$ cat src/logic/tap_regs_pkg.sv
package tap_regs_pkg;
	localparam int IR_WIDTH = 8;
	localparam int ID_WIDTH = 32;
	localparam int BSR_WIDTH = 121;
	localparam logic [7:0] INSTR_EXTEST = 8'h00;
	localparam logic [7:0] INSTR_IDENTIFY = 8'h21;
	localparam logic [7:0] INSTR_SNAPSHOT = 8'h05;
	localparam logic [7:0] INSTR_HOLD = 8'h07;
	localparam logic [7:0] INSTR_FLOAT = 8'h03;
	localparam logic [7:0] INSTR_BYPASS = 8'hff;
	localparam logic [1:0] IR_CAPTURE_LOW = 2'h1;
	// Identity value is arbitrary; bit 0 marks presence of the register
	localparam logic [31:0] ID_VALUE_DEFAULT = 32'h1234_5679;
	localparam int TCK_MIN_PERIOD_NS = 20;
	localparam int SYS_PERIOD_NS = 40;
	typedef enum logic [1:0] {
		SEL_BYPASS_type_e = 2'h0,
		SEL_IDENT = 2'h1,
		SEL_BOUNDARY = 2'h3
	} path_select_type;
	typedef enum logic [3:0] {
		ST_RESET   = 4'h0,
		ST_IDLE    = 4'h1,
		ST_SEL_DR  = 4'h3,
		ST_CAP_DR  = 4'h2,
		ST_SHF_DR  = 4'h6,
		ST_EX1_DR  = 4'h7,
		ST_PAU_DR  = 4'h5,
		ST_EX2_DR  = 4'h4,
		ST_UPD_DR  = 4'hc,
		ST_SEL_IR  = 4'hd,
		ST_CAP_IR  = 4'hf,
		ST_SHF_IR  = 4'he,
		ST_EX1_IR  = 4'ha,
		ST_PAU_IR  = 4'hb,
		ST_EX2_IR  = 4'h9,
		ST_UPD_IR  = 4'h8
	} tap_state_type;
endpackage : tap_regs_pkg

$ cat src/logic/sync_edge.sv
`timescale 1ns/1ns
module sync_edge #(
	parameter int WIDTH = 3
) (
	input  wire logic             clk_sys_in,
	input  wire logic             reset_in,
	input  wire logic [WIDTH-1:0] async_in,
	output logic      [WIDTH-1:0] sync_out
);
	if (WIDTH < 1) begin : g_bad_width
		$error("WIDTH must be at least one");
	end
	logic [WIDTH-1:0] stage1;
	always_ff @(posedge clk_sys_in or posedge reset_in) begin
		if (reset_in) begin
			stage1   <= '0;
			sync_out <= '0;
		end else begin
			stage1   <= async_in;
			sync_out <= stage1;
		end
	end
endmodule : sync_edge

$ cat src/logic/tap_fsm.sv
`timescale 1ns/1ns
module tap_fsm (
	input  wire logic                         clk_sys_in,
	input  wire logic                         reset_in,
	input  wire logic                         tck_rise_in,
	input  wire logic                         tms_in,
	output tap_regs_pkg::tap_state_type       state_out
);
	tap_regs_pkg::tap_state_type next_state;
	always_comb begin
		next_state = state_out;
		case (state_out)
			tap_regs_pkg::ST_RESET:  next_state = tms_in ? tap_regs_pkg::ST_RESET  : tap_regs_pkg::ST_IDLE;
			tap_regs_pkg::ST_IDLE:   next_state = tms_in ? tap_regs_pkg::ST_SEL_DR : tap_regs_pkg::ST_IDLE;
			tap_regs_pkg::ST_SEL_DR: next_state = tms_in ? tap_regs_pkg::ST_SEL_IR : tap_regs_pkg::ST_CAP_DR;
			tap_regs_pkg::ST_CAP_DR: next_state = tms_in ? tap_regs_pkg::ST_EX1_DR : tap_regs_pkg::ST_SHF_DR;
			tap_regs_pkg::ST_SHF_DR: next_state = tms_in ? tap_regs_pkg::ST_EX1_DR : tap_regs_pkg::ST_SHF_DR;
			tap_regs_pkg::ST_EX1_DR: next_state = tms_in ? tap_regs_pkg::ST_UPD_DR : tap_regs_pkg::ST_PAU_DR;
			tap_regs_pkg::ST_PAU_DR: next_state = tms_in ? tap_regs_pkg::ST_EX2_DR : tap_regs_pkg::ST_PAU_DR;
			tap_regs_pkg::ST_EX2_DR: next_state = tms_in ? tap_regs_pkg::ST_UPD_DR : tap_regs_pkg::ST_SHF_DR;
			tap_regs_pkg::ST_UPD_DR: next_state = tms_in ? tap_regs_pkg::ST_SEL_DR : tap_regs_pkg::ST_IDLE;
			tap_regs_pkg::ST_SEL_IR: next_state = tms_in ? tap_regs_pkg::ST_RESET  : tap_regs_pkg::ST_CAP_IR;
			tap_regs_pkg::ST_CAP_IR: next_state = tms_in ? tap_regs_pkg::ST_EX1_IR : tap_regs_pkg::ST_SHF_IR;
			tap_regs_pkg::ST_SHF_IR: next_state = tms_in ? tap_regs_pkg::ST_EX1_IR : tap_regs_pkg::ST_SHF_IR;
			tap_regs_pkg::ST_EX1_IR: next_state = tms_in ? tap_regs_pkg::ST_UPD_IR : tap_regs_pkg::ST_PAU_IR;
			tap_regs_pkg::ST_PAU_IR: next_state = tms_in ? tap_regs_pkg::ST_EX2_IR : tap_regs_pkg::ST_PAU_IR;
			tap_regs_pkg::ST_EX2_IR: next_state = tms_in ? tap_regs_pkg::ST_UPD_IR : tap_regs_pkg::ST_SHF_IR;
			tap_regs_pkg::ST_UPD_IR: next_state = tms_in ? tap_regs_pkg::ST_SEL_DR : tap_regs_pkg::ST_IDLE;
			default:                 next_state = tap_regs_pkg::ST_RESET;
		endcase
	end
	always_ff @(posedge clk_sys_in or posedge reset_in) begin
		if (reset_in) begin
			state_out <= tap_regs_pkg::ST_RESET;
		end else if (tck_rise_in) begin
			state_out <= next_state;
		end
	end
endmodule : tap_fsm

$ cat src/logic/boundary_scan_tap_registers.sv
`timescale 1ns/1ns
// Contract
// (RQ1) Exactly one scan register sits between serial in and out, chosen by instruction.
// (RQ2) Serial input sampled on test clock rise, serial output changes on fall.
// (RQ3) Eight-bit instruction register; new instruction takes effect at update-IR.
// (RQ4) Reset and test-logic-reset make identify the active instruction.
// (RQ5) Capture-IR loads binary 01 into the two low instruction bits.
// (RQ6) A one-bit bypass register gives a single-stage path.
// (RQ7) Bypass register is cleared to zero when bypass executes.
// (RQ8) Boundary chain is 121 cells long.
// (RQ9) Capture-DR loads pin states into boundary chain; shift-DR shifts it.
// (RQ10) Serial input feeds the top bit; the bottom bit drives serial out.
// (RQ11) Identify loads a fixed 32-bit identity in capture-DR, shifted out.
// (RQ12) Controller loads no reserved instruction codes; the testbench loads reserved code 5a on purpose.
// (RQ13) Controller shifts instruction in shift-IR and then passes update-IR.
// (RQ14) External test drives chain onto outputs, enabled from update-IR.
// (RQ15) Controller should preload the vector before selecting external test.
// (RQ16) Float outputs selects bypass and puts data outputs into high impedance.
// (RQ17) Hold outputs drives each output from its boundary cell.
// (RQ18) Snapshot captures pins at capture-DR without disturbing normal operation.
// (RQ19) Controller keeps the test clock at or below 50 MHz.
// (RQ20) Controller ignores captured system clock cells if that clock runs.
// (RQ21) Codes: external test 00, identify 21, snapshot 05 hex.
// (RQ22) Codes: hold 07, float 03, bypass ff hex; bypass leaves memory alone.
// (RQ23) Hold outputs selects the bypass register.
// (RQ24) Serial output driven only in shift-IR and shift-DR, otherwise released.
// (RQ25) Reserved codes behave as bypass with pins in normal operation.
module boundary_scan_tap_registers #(
	parameter int          BSR_LEN  = tap_regs_pkg::BSR_WIDTH,
	parameter logic [31:0] ID_VALUE = tap_regs_pkg::ID_VALUE_DEFAULT
) (
	input  wire logic                 clk_sys_in,
	input  wire logic                 reset_in,
	input  wire logic                 tck_in,
	input  wire logic                 tms_in,
	input  wire logic                 tdi_in,
	input  wire logic [BSR_LEN-1:0]   pin_state_in,
	output logic                      tdo_out,
	output logic                      tdo_oe_out,
	output logic [BSR_LEN-1:0]        pin_drive_out,
	output logic                      pin_test_mode_out,
	output logic                      pin_float_out,
	output logic [7:0]                active_instr_out
);
	localparam int TCK_MIN_CYC =
		(tap_regs_pkg::TCK_MIN_PERIOD_NS + tap_regs_pkg::SYS_PERIOD_NS - 1)
		/ tap_regs_pkg::SYS_PERIOD_NS;

	if (BSR_LEN < 2) begin : g_bad_len
		$error("BSR_LEN too small");
	end
	if (TCK_MIN_CYC < 1) begin : g_bad_tck
		$error("bad test clock bound");
	end

	logic [2:0]                  sync_vec;
	logic                        tck_s;
	logic                        tms_s;
	logic                        tdi_s;
	logic                        tck_prev;
	logic                        tck_rise;
	logic                        tck_fall;
	tap_regs_pkg::tap_state_type state;
	logic [7:0]                  ir_shift;
	logic                        skip_bit;
	logic [BSR_LEN-1:0]          chain;
	logic [31:0]                 ident_shift;
	logic                        next_tdo;
	logic [BSR_LEN-1:0]          pin_state_s;

	// Test pins come from another clock domain
	sync_edge #(.WIDTH(3)) u_sync (
		.clk_sys_in (clk_sys_in),
		.reset_in   (reset_in),
		.async_in   ({tck_in, tms_in, tdi_in}),
		.sync_out   (sync_vec)
	);
	assign tck_s = sync_vec[2];
	assign tms_s = sync_vec[1];
	assign tdi_s = sync_vec[0];

	// Ball states are asynchronous too; capture sees them two cycles late
	sync_edge #(.WIDTH(BSR_LEN)) u_pin_sync (
		.clk_sys_in (clk_sys_in),
		.reset_in   (reset_in),
		.async_in   (pin_state_in),
		.sync_out   (pin_state_s)
	);

	always_ff @(posedge clk_sys_in or posedge reset_in) begin
		if (reset_in) begin
			tck_prev <= 1'b0;
		end else begin
			tck_prev <= tck_s;
		end
	end
	assign tck_rise = tck_s & ~tck_prev;
	assign tck_fall = ~tck_s & tck_prev;

	tap_fsm u_fsm (
		.clk_sys_in  (clk_sys_in),
		.reset_in    (reset_in),
		.tck_rise_in (tck_rise),
		.tms_in      (tms_s),
		.state_out   (state)
	);

	function automatic tap_regs_pkg::path_select_type path_of(input logic [7:0] instr);
		case (instr)
			tap_regs_pkg::INSTR_EXTEST,
			tap_regs_pkg::INSTR_SNAPSHOT: path_of = tap_regs_pkg::SEL_BOUNDARY;
			tap_regs_pkg::INSTR_IDENTIFY: path_of = tap_regs_pkg::SEL_IDENT;
			// Hold, float, bypass and reserved codes all use the single bit
			default:                      path_of = tap_regs_pkg::SEL_BYPASS_type_e; // [RQ23] [RQ25]
		endcase
	endfunction : path_of

	// Instruction shift and active instruction
	always_ff @(posedge clk_sys_in or posedge reset_in) begin
		if (reset_in) begin
			ir_shift         <= 8'h00;
			active_instr_out <= tap_regs_pkg::INSTR_IDENTIFY; // [RQ4]
		end else if (tck_rise) begin // [RQ2]
			case (state)
				tap_regs_pkg::ST_RESET: begin
					active_instr_out <= tap_regs_pkg::INSTR_IDENTIFY; // [RQ4]
				end
				tap_regs_pkg::ST_CAP_IR: begin
					ir_shift <= {ir_shift[7:2], tap_regs_pkg::IR_CAPTURE_LOW}; // [RQ5]
				end
				tap_regs_pkg::ST_SHF_IR: begin
					ir_shift <= {tdi_s, ir_shift[7:1]}; // [RQ3] [RQ10]
				end
				tap_regs_pkg::ST_UPD_IR: begin
					active_instr_out <= ir_shift; // [RQ3]
				end
				default: begin
				end
			endcase
		end
	end

	// Data registers
	always_ff @(posedge clk_sys_in or posedge reset_in) begin
		if (reset_in) begin
			skip_bit    <= 1'b0;
			chain       <= '0;
			ident_shift <= 32'h0000_0000;
		end else if (tck_rise) begin
			case (state)
				tap_regs_pkg::ST_CAP_DR: begin
					skip_bit <= 1'b0; // [RQ7]
					if (path_of(active_instr_out) == tap_regs_pkg::SEL_BOUNDARY) begin
						chain <= pin_state_s; // [RQ9] [RQ18]
					end
					if (path_of(active_instr_out) == tap_regs_pkg::SEL_IDENT) begin
						ident_shift <= ID_VALUE; // [RQ11]
					end
				end
				tap_regs_pkg::ST_SHF_DR: begin
					case (path_of(active_instr_out)) // [RQ1]
						tap_regs_pkg::SEL_BOUNDARY: chain <= {tdi_s, chain[BSR_LEN-1:1]}; // [RQ8] [RQ9] [RQ10]
						tap_regs_pkg::SEL_IDENT: ident_shift <= {tdi_s, ident_shift[31:1]}; // [RQ11]
						default: skip_bit <= tdi_s; // [RQ6]
					endcase
				end
				default: begin
				end
			endcase
		end
	end

	// Serial output mux, updated on the falling test clock edge
	always_comb begin
		next_tdo = skip_bit;
		if (state == tap_regs_pkg::ST_SHF_IR) begin
			next_tdo = ir_shift[0]; // [RQ10]
		end else begin
			case (path_of(active_instr_out)) // [RQ1]
				tap_regs_pkg::SEL_BOUNDARY: next_tdo = chain[0];
				tap_regs_pkg::SEL_IDENT:    next_tdo = ident_shift[0];
				default:                    next_tdo = skip_bit;
			endcase
		end
	end

	always_ff @(posedge clk_sys_in or posedge reset_in) begin
		if (reset_in) begin
			tdo_out    <= 1'b0;
			tdo_oe_out <= 1'b0;
		end else if (tck_fall) begin // [RQ2]
			tdo_out    <= next_tdo;
			tdo_oe_out <= (state == tap_regs_pkg::ST_SHF_IR) ||
			              (state == tap_regs_pkg::ST_SHF_DR); // [RQ24]
		end
	end

	// Pin control: outputs follow chain only in external test and hold.
	// Drive register updates at update-DR and update-IR so shifting never glitches pins.
	always_ff @(posedge clk_sys_in or posedge reset_in) begin
		if (reset_in) begin
			pin_drive_out     <= '0;
			pin_test_mode_out <= 1'b0;
			pin_float_out     <= 1'b0;
		end else begin
			pin_test_mode_out <= (active_instr_out == tap_regs_pkg::INSTR_EXTEST) ||
			                     (active_instr_out == tap_regs_pkg::INSTR_HOLD); // [RQ14] [RQ17]
			pin_float_out     <= (active_instr_out == tap_regs_pkg::INSTR_FLOAT); // [RQ16]
			if (tck_rise && (state == tap_regs_pkg::ST_UPD_DR ||
			                 state == tap_regs_pkg::ST_UPD_IR)) begin
				pin_drive_out <= chain; // [RQ14]
			end
		end
	end

	chk_ir_capture_01: assert property (@(posedge clk_sys_in) disable iff (reset_in) // [RQ5]
		(tck_rise && state == tap_regs_pkg::ST_CAP_IR) |=> (ir_shift[1:0] == 2'b01))
		else $error("capture-IR did not load 01");

	chk_reset_identify: assert property (@(posedge clk_sys_in) disable iff (reset_in) // [RQ4]
		(tck_rise && state == tap_regs_pkg::ST_RESET) |=>
		(active_instr_out == tap_regs_pkg::INSTR_IDENTIFY))
		else $error("test-logic-reset did not select identify");

	chk_instr_hold_stable: assert property (@(posedge clk_sys_in) disable iff (reset_in) // [RQ3]
		!(tck_rise && (state == tap_regs_pkg::ST_UPD_IR || state == tap_regs_pkg::ST_RESET))
		|=> $stable(active_instr_out))
		else $error("instruction changed outside update-IR");

	chk_update_loads: assert property (@(posedge clk_sys_in) disable iff (reset_in) // [RQ3]
		(tck_rise && state == tap_regs_pkg::ST_UPD_IR) |=> (active_instr_out == $past(ir_shift)))
		else $error("update-IR did not load instruction");

	chk_tdo_enable: assert property (@(posedge clk_sys_in) disable iff (reset_in) // [RQ24]
		(tck_fall && state != tap_regs_pkg::ST_SHF_IR && state != tap_regs_pkg::ST_SHF_DR)
		|=> !tdo_oe_out)
		else $error("serial output enabled outside shift");

	chk_tdo_on_fall: assert property (@(posedge clk_sys_in) disable iff (reset_in) // [RQ2]
		!tck_fall |=> $stable(tdo_out))
		else $error("serial output changed away from falling edge");

	chk_ident_capture: assert property (@(posedge clk_sys_in) disable iff (reset_in) // [RQ11]
		(tck_rise && state == tap_regs_pkg::ST_CAP_DR &&
		 active_instr_out == tap_regs_pkg::INSTR_IDENTIFY) |=> (ident_shift == ID_VALUE))
		else $error("identity not captured");

	chk_bypass_clear: assert property (@(posedge clk_sys_in) disable iff (reset_in) // [RQ7]
		(tck_rise && state == tap_regs_pkg::ST_CAP_DR) |=> !skip_bit)
		else $error("bypass bit not cleared");

	chk_float_outputs: assert property (@(posedge clk_sys_in) disable iff (reset_in) // [RQ16]
		(active_instr_out == tap_regs_pkg::INSTR_FLOAT) [*2] |-> pin_float_out)
		else $error("float instruction did not release outputs");

	chk_boundary_shift: assert property (@(posedge clk_sys_in) disable iff (reset_in) // [RQ10]
		(tck_rise && state == tap_regs_pkg::ST_SHF_DR &&
		 active_instr_out == tap_regs_pkg::INSTR_SNAPSHOT) |=>
		(chain[BSR_LEN-1] == $past(tdi_s)))
		else $error("serial input did not enter chain top");

	chk_tck_rate: assert property (@(posedge clk_sys_in) disable iff (reset_in) // [RQ19]
		tck_rise |=> (!tck_fall) [*2])
		else $error("test clock high phase too short for sampling");

	chk_oe_in_shift: assert property (@(posedge clk_sys_in) disable iff (reset_in) // [RQ24]
		(tck_fall && (state == tap_regs_pkg::ST_SHF_IR || state == tap_regs_pkg::ST_SHF_DR))
		|=> tdo_oe_out)
		else $error("serial output not enabled in shift");

	chk_ir_lsb_out: assert property (@(posedge clk_sys_in) disable iff (reset_in) // [RQ10]
		(tck_fall && state == tap_regs_pkg::ST_SHF_IR) |=> (tdo_out == $past(ir_shift[0])))
		else $error("instruction bit 0 not on serial output");

	chk_ir_msb_in: assert property (@(posedge clk_sys_in) disable iff (reset_in) // [RQ10]
		(tck_rise && state == tap_regs_pkg::ST_SHF_IR) |=> (ir_shift[7] == $past(tdi_s)))
		else $error("serial input did not enter instruction top");

	chk_ident_msb_in: assert property (@(posedge clk_sys_in) disable iff (reset_in) // [RQ11]
		(tck_rise && state == tap_regs_pkg::ST_SHF_DR &&
		 active_instr_out == tap_regs_pkg::INSTR_IDENTIFY) |=> (ident_shift[31] == $past(tdi_s)))
		else $error("serial input did not enter identity top");

	chk_skip_shift: assert property (@(posedge clk_sys_in) disable iff (reset_in) // [RQ6]
		(tck_rise && state == tap_regs_pkg::ST_SHF_DR &&
		 path_of(active_instr_out) == tap_regs_pkg::SEL_BYPASS_type_e)
		|=> (skip_bit == $past(tdi_s)))
		else $error("bypass bit did not take serial input");

	chk_chain_capture: assert property (@(posedge clk_sys_in) disable iff (reset_in) // [RQ9] [RQ18]
		(tck_rise && state == tap_regs_pkg::ST_CAP_DR &&
		 path_of(active_instr_out) == tap_regs_pkg::SEL_BOUNDARY)
		|=> (chain == $past(pin_state_s)))
		else $error("pin states not captured");

	chk_drive_update: assert property (@(posedge clk_sys_in) disable iff (reset_in) // [RQ14]
		(tck_rise && state == tap_regs_pkg::ST_UPD_DR) |=> (pin_drive_out == $past(chain)))
		else $error("update-DR did not load drive values");

	chk_drive_steady: assert property (@(posedge clk_sys_in) disable iff (reset_in) // [RQ14]
		!(tck_rise && (state == tap_regs_pkg::ST_UPD_DR || state == tap_regs_pkg::ST_UPD_IR))
		|=> $stable(pin_drive_out))
		else $error("drive values changed outside update");

	chk_test_mode: assert property (@(posedge clk_sys_in) disable iff (reset_in) // [RQ14] [RQ17]
		(active_instr_out == tap_regs_pkg::INSTR_EXTEST ||
		 active_instr_out == tap_regs_pkg::INSTR_HOLD) [*2] |-> pin_test_mode_out)
		else $error("outputs not under test control");

	chk_normal_mode: assert property (@(posedge clk_sys_in) disable iff (reset_in) // [RQ25]
		(active_instr_out != tap_regs_pkg::INSTR_EXTEST &&
		 active_instr_out != tap_regs_pkg::INSTR_HOLD &&
		 active_instr_out != tap_regs_pkg::INSTR_FLOAT) [*2]
		|-> (!pin_test_mode_out && !pin_float_out))
		else $error("pins left normal operation");
endmodule : boundary_scan_tap_registers

$ cat config.mk
export PLATFORM = sky130hd
export DESIGN_NAME = boundary_scan_tap_registers
export DESIGN_NICKNAME = d
export VERILOG_FILES = /design/src/logic/tap_regs_pkg.sv /design/src/logic/sync_edge.sv /design/src/logic/tap_fsm.sv /design/src/logic/boundary_scan_tap_registers.sv
export SDC_FILE = /design/constraint.sdc
export NUM_CORES = 1
export LEC_CHECK = 0
export ABC_AREA = 1
export BUFFER_PORTS_ARGS = -buffer_cell sky130_fd_sc_hd__clkbuf_2
export CELL_PAD_IN_SITES_DETAIL_PLACEMENT = 1
export CELL_PAD_IN_SITES_GLOBAL_PLACEMENT = 2
export CORE_ASPECT_RATIO = 1.5
export CORE_MARGIN = 2
export CORE_UTILIZATION = 37
export DETAILED_ROUTE_END_ITERATION = 7
export GPL_TIMING_DRIVEN = 0
export PLACE_DENSITY = 0.8
export SETUP_SLACK_MARGIN = 0.15
export SYNTH_ARGS = -nofsm -noshare
export SYNTH_HDL_FRONTEND = slang
export SYNTH_SLANG_ARGS = --single-unit
$ cat constraint.sdc
create_clock -name clk_sys_in -period 20.6 [get_ports clk_sys_in]
set_input_delay 2.06 -clock clk_sys_in [delete_from_list [all_inputs] [get_ports clk_sys_in]]
set_output_delay 2.06 -clock clk_sys_in [all_outputs]
set_load 0.005 [all_outputs]
# After elaboration in Yosys (flattened, before gate mapping)
# Index checks and enable logic that the tools add are counted.
# op_classes
bitwise	5
eq_ne	30
reduce_logical	20
muxes	31
# ops
operator	count
121-bit two-way mux	2
121-bit one-hot mux with 2 select lines	1
32-bit two-way mux	2
32-bit one-hot mux with 2 select lines	1
4-bit one-hot mux with 12 select lines	1
4-bit equality test (second input constant)	8
8-bit one-hot mux with 2 select lines	2
4-bit by 3-bit equality test with 1-bit output (second input constant)	4
8-bit by 3-bit equality test with 1-bit output (second input constant)	2
2-bit two-way mux	8
4-bit two-way mux	4
4-bit by 2-bit equality test with 1-bit output (second input constant)	2
8-bit by 2-bit equality test with 1-bit output (second input constant)	1
8-bit by 6-bit equality test with 1-bit output (second input constant)	1
8-bit zero test	1
4-bit AND reduction	2
2-bit OR reduction	4
2-bit by 1-bit equality test with 1-bit output (second input constant)	3
2-bit equality test (second input constant)	3
3-bit two-way mux	2
2-bit != test (second input constant)	3
3-bit AND reduction	2
2-bit nonzero test	3
1-bit two-way mux	5
other kinds (11)	19
# word_totals
output_inout_bits	133
ff_bits	548
input_bits	126
elab_cells	103

# Longest topological paths before layout
# logic_depth
depth_word	9
depth_mapped	11
ltp_nobuf	10

# Hierarchy
# Synthesis repeated with hierarchy kept, for this count alone.
# unflattened
hier_cells	1737
area_unflattened_um2	19092.1
# modules_own_cells
mod	seq_area_each_um2	instances	cells_per_inst	area_each_um2
boundary_scan_tap_registers	7409.6	1	1413	12463.2
sync_edge (u_pin_sync)	6055.8	1	243	6059.6
tap_fsm	100.1	1	74	415.4
sync_edge (u_sync)	150.1	1	7	153.9

# Least setup slack after synthesis
# No wires, ideal clock.
# synth_timing
path_kind	reg-to-output
startpoint	register active_instr_out[0]
endpoint	output port active_instr_out[0]
required_time_ns	18.540
arrival_ns	0.537
stages_incl_launch_ff	1
path_buffers	0
slack_ns	18.003
path_cell_list	dfstp_2
# synth_lines
element	line	text
from (decl)	boundary_scan_tap_registers.sv:43	output logic [7:0] active_instr_out
from (signal assigned)	boundary_scan_tap_registers.sv:122	active_instr_out <= tap_regs_pkg::INSTR_IDENTIFY;
from (signal assigned)	boundary_scan_tap_registers.sv:126	active_instr_out <= tap_regs_pkg::INSTR_IDENTIFY;
from (signal assigned)	boundary_scan_tap_registers.sv:135	active_instr_out <= ir_shift;
# No word-level cell between the ends.

# Final worst setup path
# layout_timing
startpoint	register active_instr_out[0]
endpoint	output port active_instr_out[0]
# No word-level cell between the ends.

==> flow_summary.yaml <==
clock_tree:
  cts_tree: "built"
  clk_latency_ns: 0.59
  h-tree-depth: 2
  ctsRootBufferMaster: "clkbuf_16"
  clkTransAtPathRegs_ns: 0.07
  clock_path_buffers: 3
  cts_resized: 0
  postCtsSetupRepairBufs: 0
  clock_sinks: 548
  cts_made_buffers: 53
  cts_hold_buf: 0
outcome:
  status: "completed"
worst_setup_path:
  slowest_stage: "dfstp_2"
  crit_path_end: "active_instr_out[0]"
  arrival_ns: 1.28
  startpoint: "active_instr_out[0]$_DFFE_PP1P_"
  required_ns: 18.54
  reg2reg_depth: 5
  critPathTopFamily: "flip-flops"
  r2r_slack_ns: 18.23
  r2r_start: "u_fsm.state_out[0]$_DFFE_PP0P_"
  critPathKind: "register to output port"
  worstPathCellList: "clkbuf_2"
  path_buf_inv: 1
  crit_path_end_kind: "output port"
  slowest_delay_ns: 0.57
  critPathLaunchType: "register"
  critical_path_depth: 1
  path_max_fanout: 5
  rr_endpoint: "pin_drive_out[50]$_DFFE_PP0P_"
routing:
  drtPass1Iterations: 4
  drt_iter0_drc: 521
  routed_wl_mm: 49.8
  viasPerCell: 4.71
  ant_nets: 0
  routedWlPerCell_microns: 17.9
  route.detailed.drc: 0
  vias: 13100
grt:
  met3_usage: 0.0290
  grt_pass1_vias: 14300
  antenna_found_initial: 3
  busiest_layer: "met2"
  met2_usage: 0.345
  met1_usage: 0.229
  grt_max_degree: 121
  grtUsageTotal: 0.189
  overflow: 0
  grt_pass1_wl_mm: 78.3
layout:
  fillers: 5628
  syn2layout_area_growth_pct: 21.1
  drive_above_1_share: 0.205
  nets: 2189
power:
  powerDensity_nw_per_um2: 106
  p_total_w: 0.00245
  p_leak_nw: 10.7
  ir_worst_vdd_uv: 67.2
timing:
  fin_crit_ns: 3.34
  slew_violations: 0
  rsz0062_at_grt: "no"
  skew_ns: 0.0182
  finalHoldViolCount: 0
  fin_crit_sh: 0.162
  timing.hold.ws_ns: 0.338
  worst_pin_slew_ns: 0.721
  fin_ws_ns: 17.26
  fmax_mhz: 300
  relSlewSlack: 0.519
  setup_viol_count_final: 0
  fin_setup_tns_ns: 0
floorplanning:
  pin_count: 259
  core_sq_um: 50800
  die_h_microns: 282
  dieArea_sq_um: 53400
  rows: 101
  initial_core_util: 0.375
  die_x_microns: 189
place:
  hpwlAfterDp_mm: 34.6
  dp_slack_ns: 16.70
  gp_congestion: 0.790
  place.port_buffers: 258
logic_synthesis:
  yosysTopAreaCellShare: 0.717
  synthesis.area_sq_um: 19100
  yosys.area.top_type: "dfrtp_1"
  synth.yosys.warnings: 0
  ys_ff_latch: 548
  synth.distinct_cells: 29
  synth_nets: 1872
  synth_seq_area_share: 0.720
  post_synth_inst_count: 1746
  ys_top_cells_by_area: "dfrtp_1 (72%), nand2_1 (8.8%), o21ai_0 (8.0%)"
  syn_avg_cell_area_sq_um: 10.9
worst_hold_path:
  hold_path_class: "register to register"
  min_from: "u_pin_sync.stage1[110]$_DFF_PP0_"
job:
  cap_violations: 0
metal layers:
metal  routed length (microns)  part of all wire
met3                      1850             0.037
met5                        13           0.00026
met4                      1250             0.025
met1                     20400              0.41
met2                     26300              0.53
cells in the mapped netlist (all sizes together):
cell / instances
a22oi: 2
o21ai: 403
nand2: 446
buf: 60
o21bai: 2
a31oi: 1
nor3: 1
nand4: 4
inv: 173
nor4: 1
a21oi: 4
o22ai: 7
clkbuf: 29
nand3: 26
dfstp: 2
mux2: 1
dfrtp: 546
nor2: 36
o31ai: 2
per-stage QoR:
stage	cell area (sq um)	util	cells
floorplan	19100	-	1746
global placement	21200	0.417	2673
detailed placement	21300	0.419	2677
CTS	23100	0.454	2773
global route	23100	0.454	2774
finish	23100	0.454	2775
cell type report:
class                      instances  area [sq um]  share of cell area
multi-input combinational        936          4210               0.182
clock buffer                      75          1510              0.0655
clock inverter                    21           256              0.0111
buffer                            89           487              0.0211
antenna                            2          5.00            0.000217
timing repair buffer             262          1400              0.0607
sequential                       548         13700               0.594
tap                              669           837              0.0363
inverter                         173           657              0.0285
state kept, by name (all words and copies together), names as in the netlist:
register and flops:
chain 121, pin_drive_out 121, u_pin_sync.stage1 121, u_pin_sync.sync_out 121, ident_shift 32, active_instr_out 8
ir_shift 8, u_fsm.state_out 4, u_sync.stage1 3, u_sync.sync_out 3, pin_float_out 1, pin_test_mode_out 1
skip_bit 1, tck_prev 1, tdo_oe_out 1, tdo_out 1
where the power goes:
| group | internal, W | total [W] | switching (W) |
|---|---|---|---|
| clock | 0.000575 | 0.000991 | 0.000416 |
| combinational | 0.0000855 | 0.000253 | 0.000167 |
| sequential | 0.00116 | 0.00121 | 0.0000497 |
placed cells by master, fill, tap and decap left out:
master,count
nor3_2,1
inv_1,161
nor2_8,1
nand2_4,1
clkbuf_16,55
nand3_4,2
mux2_2,1
clkbuf_8,6
nor2_1,33
diode_2,2
clkbuf_1,43
buf_16,4
nor2_2,1
inv_2,11
o21ai_1,94
clkinvlp_4,6
nand4_1,4
clkinv_2,7
o22ai_1,7
dfstp_2,2
bufinv_16,5
buf_4,1
o21ai_2,6
nor4_1,1
o21bai_1,2
o21ai_0,303
buf_2,47
clkinv_4,1
buf_6,12
a31oi_1,1
nand2_1,445
a22oi_1,2
nand3_1,24
a21oi_1,4
inv_6,2
nor2_4,1
o31ai_1,2
clkbuf_2,258
inv_8,1
dfrtp_1,546
worst min-delay path by stage:
stage	endpoint	slack (ns)	cells after the start
floorplan	u_pin_sync.sync_out[0]$_DFF_PP0_	0.33	0
global placement	u_pin_sync.sync_out[59]$_DFF_PP0_	0.33	0
detailed placement	u_pin_sync.sync_out[51]$_DFF_PP0_	0.34	0
CTS	u_pin_sync.sync_out[92]$_DFF_PP0_	0.34	0
global route	u_pin_sync.sync_out[116]$_DFF_PP0_	0.35	0
finish	u_pin_sync.sync_out[110]$_DFF_PP0_	0.34	0
cell families (layout without fill, tap and decap cells):
group | count (synthesis) | after routing | share of synthesized area
buffers and inverters | 262 | 620 | 0.0596
AO/OA/AOI/OAI | 421 | 421 | 0.113
multiplexers | 1 | 1 | 0.000591
AND/OR/NAND/NOR | 514 | 514 | 0.107
flip-flops | 548 | 548 | 0.720
other | 0 | 2 | 0
Note: power is estimated with default switching activity, not from simulation.
